<file path="src/rtl/ccm_ctrl_pkg.sv">
// shared offsets, field positions and reset values for the cipher control slice
package ccm_ctrl_pkg;
    localparam int ADDR_W = 12;
    localparam logic [ADDR_W-1:0] OFF_LINK_CFG = 12'h200;
    localparam logic [ADDR_W-1:0] OFF_IRQ_SET = 12'h304;
    localparam logic [ADDR_W-1:0] OFF_IRQ_CLR = 12'h308;
    localparam logic [ADDR_W-1:0] OFF_MIC = 12'h400;
    localparam logic [ADDR_W-1:0] OFF_ENABLE = 12'h500;
    // unmapped word, answered with an error response
    localparam logic [ADDR_W-1:0] OFF_CTRL_RSVD = 12'h000;
    localparam int BIT_KS = 0;
    localparam int BIT_CIPHER_RUN_TASK = 1;
    localparam int BIT_ERR = 2;
    localparam int N_EVT = 3;
    localparam int ENABLE_W = 2;
    localparam logic [1:0] ENABLE_OFF = 2'h0;
    localparam logic [1:0] ENABLE_ON = 2'h2;
    localparam logic [1:0] ENABLE_RST = 2'h0;
    localparam logic LINK_RST = 1'b0;
    localparam logic [N_EVT-1:0] IRQ_EN_RST = 3'h0;
    localparam logic MIC_RST = 1'b0;
    typedef enum logic [1:0] {
        RUN_IDLE,
        RUN_BUSY
    } run_state_t;
endpackage

</file>
<file path="src/rtl/ccm_event_latch.sv">
// sticky event flags with set-over-clear priority
`timescale 1ns/1ps
module ccm_event_latch #(
    parameter int WIDTH = 3
) (
    // clock and reset
    input wire logic ref_clk_i,
    input wire logic rst_n_i,
    // event pulses and clears
    input wire logic [WIDTH-1:0] set_i,
    input wire logic [WIDTH-1:0] clr_i,
    // held flags
    output logic [WIDTH-1:0] flag_o
);
    logic [WIDTH-1:0] flag_reg;
    logic [WIDTH-1:0] flag_next;

    // set wins so an event in the clear cycle is never lost
    always_comb begin
        flag_next = (flag_reg & ~clr_i) | set_i;
    end

    always_ff @(posedge ref_clk_i or negedge rst_n_i) begin
        if (!rst_n_i) begin
            flag_reg <= '0;
        end else begin
            flag_reg <= flag_next;
        end
    end

    assign flag_o = flag_reg;
endmodule // ccm_event_latch

</file>
<file path="src/rtl/ccm_ctrl.sv">
// control and status registers of the packet cipher unit
`timescale 1ns/1ps
module ccm_ctrl
    import ccm_ctrl_pkg::*;
(
    // clock and reset
    input wire logic ref_clk_i,
    input wire logic rst_n_i,
    // apb slave
    input wire logic psel_i,
    input wire logic penable_i,
    input wire logic pwrite_i,
    input wire logic [ccm_ctrl_pkg::ADDR_W-1:0] paddr_i,
    input wire logic [31:0] pwdata_i,
    output logic [31:0] prdata_o,
    output logic pready_o,
    output logic pslverr_o,
    // events from the cipher core
    input wire logic keystream_done_event_i,
    input wire logic cipher_done_event_i,
    input wire logic error_event_i,
    input wire logic mic_valid_i,
    input wire logic mic_pass_i,
    input wire logic cipher_run_task_i,
    input wire logic [ccm_ctrl_pkg::N_EVT-1:0] event_clear_i,
    // outputs to the cipher core
    output logic cipher_start_o,
    output logic cipher_busy_o,
    output logic unit_on_o,
    output logic irq_o
);
    import ccm_ctrl_pkg::*;

    logic link_reg, link_next;
    logic [N_EVT-1:0] irq_en_reg, irq_en_next;
    logic [ENABLE_W-1:0] enable_reg, enable_next;
    logic mic_reg, mic_next;
    logic [31:0] prdata_reg, prdata_next;
    logic pready_reg, pready_next;
    logic pslverr_reg, pslverr_next;
    logic start_reg, start_next;
    logic irq_reg, irq_next;
    run_state_t run_reg, run_next;
    logic [N_EVT-1:0] evt_flag;
    logic [N_EVT-1:0] evt_set;
    logic acc, wr, rd;
    logic unit_on;
    logic busy_reg, busy_next;
    logic unit_on_reg, unit_on_next;

    // address is mapped when it hits one of the five words
    function automatic logic is_mapped(input logic [ADDR_W-1:0] a);
        return (a == OFF_LINK_CFG) || (a == OFF_IRQ_SET) ||
            (a == OFF_IRQ_CLR) || (a == OFF_MIC) || (a == OFF_ENABLE);
    endfunction

    // access phase; ready follows one cycle later
    assign acc = psel_i && penable_i && !pready_reg;
    assign wr = acc && pwrite_i;
    assign rd = acc && !pwrite_i;
    assign unit_on = (enable_reg == ENABLE_ON);

    assign evt_set = {error_event_i, cipher_done_event_i,
        keystream_done_event_i};

    ccm_event_latch #(
        .WIDTH(N_EVT)
    ) u_evt (
        .ref_clk_i(ref_clk_i),
        .rst_n_i(rst_n_i),
        .set_i(evt_set),
        .clr_i(event_clear_i),
        .flag_o(evt_flag)
    );

    // register file next values
    always_comb begin
        link_next = link_reg;
        irq_en_next = irq_en_reg;
        enable_next = enable_reg;
        mic_next = mic_reg;
        if (wr && paddr_i == OFF_LINK_CFG) begin
            link_next = pwdata_i[0];
        end
        if (wr && paddr_i == OFF_IRQ_SET) begin
            // shared enable bits, zeros ignored
            irq_en_next[BIT_KS] = irq_en_reg[BIT_KS] | pwdata_i[BIT_KS];
            irq_en_next[BIT_CIPHER_RUN_TASK] = irq_en_reg[BIT_CIPHER_RUN_TASK] |
                pwdata_i[BIT_CIPHER_RUN_TASK];
            irq_en_next[BIT_ERR] = irq_en_reg[BIT_ERR] |
                pwdata_i[BIT_ERR];
        end
        if (wr && paddr_i == OFF_IRQ_CLR) begin
            irq_en_next = irq_en_reg & ~pwdata_i[N_EVT-1:0];
        end
        if (wr && paddr_i == OFF_ENABLE) begin
            enable_next = pwdata_i[ENABLE_W-1:0];
        end
        // flopped so the pin leaves a register
        unit_on_next = (enable_next == ENABLE_ON);
        // result kept until the next decryption reports
        if (mic_valid_i) begin
            mic_next = mic_pass_i;
        end
    end

    // apb answer: zero-wait beyond the one ready cycle
    always_comb begin
        prdata_next = 32'h0;
        pready_next = acc;
        pslverr_next = acc && !is_mapped(paddr_i);
        if (rd) begin
            case (paddr_i)
                OFF_LINK_CFG: prdata_next[0] = link_reg;
                OFF_IRQ_SET: prdata_next[N_EVT-1:0] = irq_en_reg;
                OFF_IRQ_CLR: prdata_next[N_EVT-1:0] = irq_en_reg;
                OFF_MIC: prdata_next[0] = mic_reg;
                OFF_ENABLE: prdata_next[ENABLE_W-1:0] = enable_reg;
                default: prdata_next = 32'h0;
            endcase
        end
    end

    // cipher task: start pulse, busy until done or the unit is switched off
    always_comb begin
        start_next = 1'b0;
        run_next = run_reg;
        case (run_reg)
            RUN_IDLE: begin
                if (unit_on && (cipher_run_task_i ||
                    (link_reg && keystream_done_event_i))) begin
                    start_next = 1'b1;
                    run_next = RUN_BUSY;
                end
            end
            RUN_BUSY: begin
                if (cipher_done_event_i || !unit_on) begin
                    run_next = RUN_IDLE;
                end
            end
            default: run_next = RUN_IDLE;
        endcase
        busy_next = (run_next == RUN_BUSY);
    end

    // interrupt level from pending and enabled events
    always_comb begin
        irq_next = |(evt_flag & irq_en_reg);
    end

    always_ff @(posedge ref_clk_i or negedge rst_n_i) begin
        if (!rst_n_i) begin
            link_reg <= LINK_RST;
            irq_en_reg <= IRQ_EN_RST;
            enable_reg <= ENABLE_RST;
            mic_reg <= MIC_RST;
            prdata_reg <= 32'h0;
            pready_reg <= 1'b0;
            pslverr_reg <= 1'b0;
            start_reg <= 1'b0;
            irq_reg <= 1'b0;
            run_reg <= RUN_IDLE;
            busy_reg <= 1'b0;
            unit_on_reg <= 1'b0;
        end else begin
            link_reg <= link_next;
            irq_en_reg <= irq_en_next;
            enable_reg <= enable_next;
            mic_reg <= mic_next;
            prdata_reg <= prdata_next;
            pready_reg <= pready_next;
            pslverr_reg <= pslverr_next;
            start_reg <= start_next;
            irq_reg <= irq_next;
            run_reg <= run_next;
            busy_reg <= busy_next;
            unit_on_reg <= unit_on_next;
        end
    end

    assign prdata_o = prdata_reg;
    assign pready_o = pready_reg;
    assign pslverr_o = pslverr_reg;
    assign cipher_start_o = start_reg;
    assign cipher_busy_o = busy_reg;
    assign unit_on_o = unit_on_reg;
    assign irq_o = irq_reg;
endmodule // ccm_ctrl

</file>
<file path="config.mk">
export PLATFORM = sky130hd
export DESIGN_NAME = ccm_ctrl
export DESIGN_NICKNAME = d
export VERILOG_FILES = /design/src/rtl/ccm_ctrl_pkg.sv /design/src/rtl/ccm_event_latch.sv /design/src/rtl/ccm_ctrl.sv
export SDC_FILE = /design/constraint.sdc
export NUM_CORES = 1
export LEC_CHECK = 0
export BUFFER_PORTS_ARGS = -buffer_cell sky130_fd_sc_hd__buf_2
export CORE_MARGIN = 2
export CORE_UTILIZATION = 39
export DETAILED_ROUTE_END_ITERATION = 10
export GPL_TIMING_DRIVEN = 0
export PLACE_DENSITY = 0.79
export SYNTH_ARGS = -nofsm -noshare
export SYNTH_HDL_FRONTEND = slang
export SYNTH_HIERARCHICAL = 1
export SYNTH_SLANG_ARGS = --single-unit
</file>
<file path="constraint.sdc">
create_clock -name ref_clk_i -period 1.92 [get_ports ref_clk_i]
set_input_delay 0.384 -clock ref_clk_i [delete_from_list [all_inputs] [get_ports ref_clk_i]]
set_output_delay 0.384 -clock ref_clk_i [all_outputs]
set_load 0.01 [all_outputs]
</file>
==> results.json, run 1 <==
{
  "status": "complete, no violations",
  "synth-seq-cells": 21,
  "ir_worst_vdd_mv": 0.441,
  "synth_cell_types": 39,
  "fin_skew_ps": 1.04,
  "setup_tns_ps": 0,
  "overflow": 0,
  "wl_met3_um": 173,
  "clkLatencyLatePin_ps": 290,
  "gp_congestion": 0.904,
  "row_count": 20,
  "clock-sinks": 21,
  "reg2reg_to": "enable_reg[1]",
  "grt_usage": 0.125,
  "wl_met2_mm": 1.17,
  "multiInputGateArea_sq_um": 537,
  "io_buffers": 35,
  "min_period_ps": 1650,
  "min_path_type": "input pin to asynchronous set/reset pin",
  "cp.arrival_ps": 1840,
  "drc": 0,
  "postRouteAntennaNets": 0,
  "cts-hold-fix-buffers": 0,
  "cts_made_buffers": 3,
  "nFillCells": 294,
  "cts_tree": "yes",
  "avgSynthCellArea_sq_um": 10.4,
  "yosysWarningCount": 6,
  "path_max_fanout": 6,
  "layout-drive-gt1-share": 0.443,
  "cts_root_buffer": "clkbuf_4",
  "dieArea_sq_um": 3590,
  "synth_area_leader_cell": "dfrtp_1",
  "fmax_mhz": 606,
  "fin_util": 0.524,
  "area_growth_pct": 28.8,
  "power.density_nw_per_um2": 517,
  "diodes": 0,
  "yosysSeqAreaShare": 0.430,
  "cts_setup_buffers": 0,
  "nNetsFinal": 244,
  "io_pins": 96,
  "cp_data_required_time_ps": 2110,
  "viasPerCell": 4.29,
  "fin_area_sq_um": 1570,
  "ys.flop_type": "dfrtp_1",
  "crit_type": "flip-flop to flip-flop",
  "ctsLongestPathBuffers": 2,
  "cts-resized-gates": 0,
  "netlist.area_leader.share": 0.430,
  "placed_cell_area_sq_um": 1550,
  "grt_pass1_wl_mm": 3.44,
  "timing.final.crit_share": 0.859,
  "antenna_found_initial": 0,
  "place_hpwl_mm": 1.87,
  "setup_viol": 0,
  "final_common_cell": "buf_2",
  "grt_max_degree": 22,
  "rsz0062_at_grt": "no",
  "syn-cell-area_sq_um": 1220,
  "wl_per_cell_um": 9.93,
  "top_layer": "met4",
  "hold_viol": 0,
  "rrSetupSlack_ps": 270,
  "coreArea_sq_um": 3000,
  "rr_worst_depth": 5,
  "slew_violations": 0,
  "seqCellArea_sq_um": 526,
  "layout_common_cells": "36 x buf_2, 30 x buf_4, 30 x conb_1",
  "synth.top_cells.by_area": "dfrtp_1 43%, buf_4 18%, mux2_2 2.8%, inv_1 2.2%, a41oi_1 2.2%",
  "start_kind": "flip-flop",
  "dieWidth_um": 60.0,
  "synthesis.instances": 117,
  "leakage_nw": 0.883,
  "async_flop_share": 1.00,
  "worstReg2RegStart": "pready_o",
  "cap_violations": 0,
  "endpoint_kind": "flip-flop",
  "vias": 936,
  "initial_core_util": 0.407,
  "die_h_um": 60.0,
  "h-tree-depth": 1,
  "path_clk_slew_ps": 100,
  "drt-met1-wl_um": 802,
  "drt-total-wl_mm": 2.17,
  "synth_edf_count": 0,
  "grt_pass1_vias": 834,
  "first_pass_iters": 4,
  "drt_iter0_markers": 20
}
power breakdown:
| group | switching, mW | internal (mW) |
|---|---|---|
| Sequential | 0.00469 | 0.452 |
| Clock | 0.119 | 0.0809 |
| Combinational | 0.0782 | 0.0776 |
cells in the mapped netlist, types with 2 or more instances:
cell type / count
nor2_1: 4
o41ai_1: 3
a21o_1: 3
mux2_2: 3
a21oi_1: 5
mux2i_1: 2
nand2_1: 5
inv_1: 7
or2_2: 2
a41oi_1: 3
a32oi_1: 2
dfrtp_1: 21
buf_4: 30
and2_1: 2
metrics by stage:
| step | setup slack [ps] | hold WS (ps) | instances | total power [mW] |
|---|---|---|---|---|
| after global placement | 158 | 347 | 214 | 0.618 |
| after global routing | 226 | 35.7 | 218 | 0.861 |
| after CTS | 279 | 21.7 | 218 | 0.821 |
| final | 271 | 18.5 | 218 | 0.812 |
| after detailed placement | 147 | 355 | 214 | 0.620 |
| after floorplan | 394 | 88.4 | 146 | 0.568 |
cell type report:
cell class | instances | share of cell area
inverter | 7 | 0.0167
tap | 33 | 0.0263
buffer | 32 | 0.154
timing repair buffer | 35 | 0.111
clock buffer | 4 | 0.0167
multi-input combinational | 86 | 0.341
sequential | 21 | 0.334
how the worst max path moves through the flow:
stage	start	cells past startpoint	to
after detailed placement	paddr_i[1]	5	enable_reg[1]
after global routing	pready_o	5	enable_reg[1]
final	pready_o	5	enable_reg[1]
after floorplan	pready_o	5	enable_reg[0]
after CTS	pready_o	5	enable_reg[1]
after global placement	paddr_i[1]	5	enable_reg[1]
routing by layer:
layer | GRT usage | vias up
met5 | 0 | -
li1 | - | 485
met2 | 0.231 | 44
met4 | 0.0254 | 0
met1 | 0.141 | 403
met3 | 0.0368 | 4
cell families (layout without fill, tap and decap cells):
logic type	count (synthesis)	count (layout)	share of synthesized area
AOI/OAI and AO/OA	20	20	0.120
xor gates and xnor gates	1	1	0.00717
buffers and inverters	39	78	0.219
DFF	21	21	0.430
muxes	6	6	0.0563
other	1	30	0.00307
and+or+nand+nor	29	29	0.164
worst max-delay path, cell delays in order, from the launching register on:
cell and delay, ps:
dfrtp_1 380, and3b_1 200, buf_2 140, nand4_1 220, nor2_2 240, mux2_2 360
No activity file was read; power rests on OpenSTA's default activity.
==> inputs of run 2 (changes only) <==
--- a/config.mk
+++ b/config.mk
@@ -6,11 +6,14 @@
 export NUM_CORES = 1
 export LEC_CHECK = 0
 export BUFFER_PORTS_ARGS = -buffer_cell sky130_fd_sc_hd__buf_2
+export CELL_PAD_IN_SITES_DETAIL_PLACEMENT = 1
+export CELL_PAD_IN_SITES_GLOBAL_PLACEMENT = 1
 export CORE_MARGIN = 2
-export CORE_UTILIZATION = 39
+export CORE_UTILIZATION = 27
 export DETAILED_ROUTE_END_ITERATION = 10
 export GPL_TIMING_DRIVEN = 0
-export PLACE_DENSITY = 0.79
+export PLACE_DENSITY_LB_ADDON = 0.1
+export SKIP_LAST_GASP = 1
 export SYNTH_ARGS = -nofsm -noshare
 export SYNTH_HDL_FRONTEND = slang
 export SYNTH_HIERARCHICAL = 1
==> results.json, run 2 (synthesized netlist as in run 1, its figures left out) <==
{
  "status": "complete, no violations",
  "cts-resized-gates": 0,
  "fmax_mhz": 586,
  "power.density_nw_per_um2": 559,
  "row_count": 24,
  "ir_worst_vdd_mv": 0.200,
  "drc": 0,
  "worstReg2RegStart": "pready_o",
  "fin_cells": 237,
  "timing.final.crit_share": 0.888,
  "first_pass_iters": 4,
  "clock-sinks": 21,
  "endpoint_kind": "flip-flop",
  "setup_tns_ps": 0,
  "worst_path_largest_cell_delay_ps": 380,
  "cp_num_buf_inv": 1,
  "p_switching_uw": 229,
  "dieWidth_um": 71.3,
  "hold_viol": 0,
  "combPwrFrac": 0.179,
  "nNetsFinal": 244,
  "gp_congestion": 0.770,
  "cts_root_buffer": "clkbuf_8",
  "drt_iter0_markers": 39,
  "cts-hold-fix-buffers": 0,
  "antenna_found_initial": 0,
  "ctsLongestPathBuffers": 2,
  "cts_made_buffers": 3,
  "min_path_type": "input pin to asynchronous set/reset pin",
  "worst_slack_ps": 214,
  "cap_violations": 0,
  "dieArea_sq_um": 5080,
  "p_int_uw": 674,
  "postRouteAntennaNets": 0,
  "critPathLaunch": "pready_o",
  "cp_cell_sequence": "and3b_1 > buf_2 > nand4_1 > nor2_2 > mux2_2",
  "drt-total-wl_mm": 2.82,
  "grt_pass1_wl_mm": 4.86,
  "switching_share": 0.254,
  "grt_pass1_vias": 1104,
  "min_period_ps": 1710,
  "viasPerCell": 4.25,
  "diodes": 0,
  "wl_per_cell_um": 11.9,
  "cts_setup_buffers": 0,
  "layout-drive-gt1-share": 0.449,
  "grt_usage": 0.121,
  "grt_max_degree": 22,
  "setup_viol": 0,
  "rsz0062_at_grt": "no",
  "io_pins": 96,
  "start_kind": "flip-flop",
  "path_clk_slew_ps": 80,
  "preCtsSetupSlack_ps": 90.3,
  "overflow": 0,
  "place_hpwl_mm": 2.33,
  "pwr-share-clk": 0.316,
  "area_growth_pct": 32.4,
  "final_common_cell": "buf_2",
  "dp.cells": 233,
  "h-tree-depth": 1,
  "crit_type": "flip-flop to flip-flop",
  "cp.arrival_ps": 1850,
  "leakage_nw": 0.893,
  "cp_data_required_time_ps": 2060,
  "cpMaxStageDelayCell": "dfrtp_1",
  "slew_violations": 0,
  "crit_family": "simple AND/OR/NAND/NOR gates",
  "cts_tree": "yes",
  "layout_common_cells": "36 x buf_2, 30 x buf_4, 30 x conb_1",
  "io_buffers": 35,
  "power.total_uw": 903,
  "coreArea_sq_um": 4350,
  "vias": 1008,
  "die_h_um": 71.3,
  "fin_skew_ps": 5.96,
  "path_max_fanout": 6,
  "initial_core_util": 0.280,
  "seq_power_share": 0.506,
  "clkLatencyLatePin_ps": 260
}
==> run 2: cell types whose count changed in the layout (fill, tap and decap cells not counted) <==
| cell | delta |
|---|---|
| clkbuf_8 | +3 |
| clkbuf_1 | -1 |
| clkbuf_4 | -3 |
| clkinv_2 | +1 |
==> run 2: worst paths after layout <==
path	slack, ps	cells past startpoint	endpoint
min in group ref_clk_i	300	2	u_evt/flag_o[2]
worst min-delay path	70	1	irq_o
worst min register to register	460	1	cipher_start_o
worst max register to register	210	5	enable_reg[0]
worst max-delay path	210	5	enable_reg[0]
max in group asynchronous	1530	1	pready_o
==> run 2: area by class of cell <==
cell class | count | area (sq um)
fill | 524 | 2740
multi-input combinational | 86 | 537
sequential | 21 | 526
buffer | 32 | 241
timing repair buffer | 35 | 175
tap | 52 | 65.1
clock buffer | 3 | 41.3
inverter | 7 | 26.3
clock inverter | 1 | 5.00
==> run 2: power groups by stage <==
stage	Sequential, mW	Combinational, mW	Clock (mW)
floorplan	0.465	0.103	0
global placement	0.465	0.157	0
detailed placement	0.466	0.159	0
CTS	0.457	0.159	0.299
global route	0.458	0.180	0.321
finish	0.457	0.161	0.285
==> run 2: worst register-to-register path: stages, from the launching register on <==
cell	delay [ps]
dfrtp_1	380
and3b_1	200
buf_2	150
nand4_1	260
nor2_2	250
mux2_2	360
==> run 2: through the flow <==
stage / hold WS [ps] / area [sq um] / util
final: 68.4 / 1620 / 0.371
after global placement: 372 / 1570 / 0.361
after global routing: 97.5 / 1620 / 0.371
after CTS: 86.9 / 1620 / 0.371
after detailed placement: 375 / 1570 / 0.361
after floorplan: 88.4 / 1330 / -
==> run 2: metal layers <==
| layer | GRT usage | up-vias | part of all wire | wire length [um] |
|---|---|---|---|---|
| li1 | - | 491 | - | - |
| met5 | 0 | - | 0 | 0 |
| met4 | 0.0440 | 0 | 0.013 | 38 |
| met2 | 0.215 | 38 | 0.52 | 1460 |
| met1 | 0.143 | 475 | 0.39 | 1110 |
| met3 | 0.0267 | 4 | 0.074 | 208 |
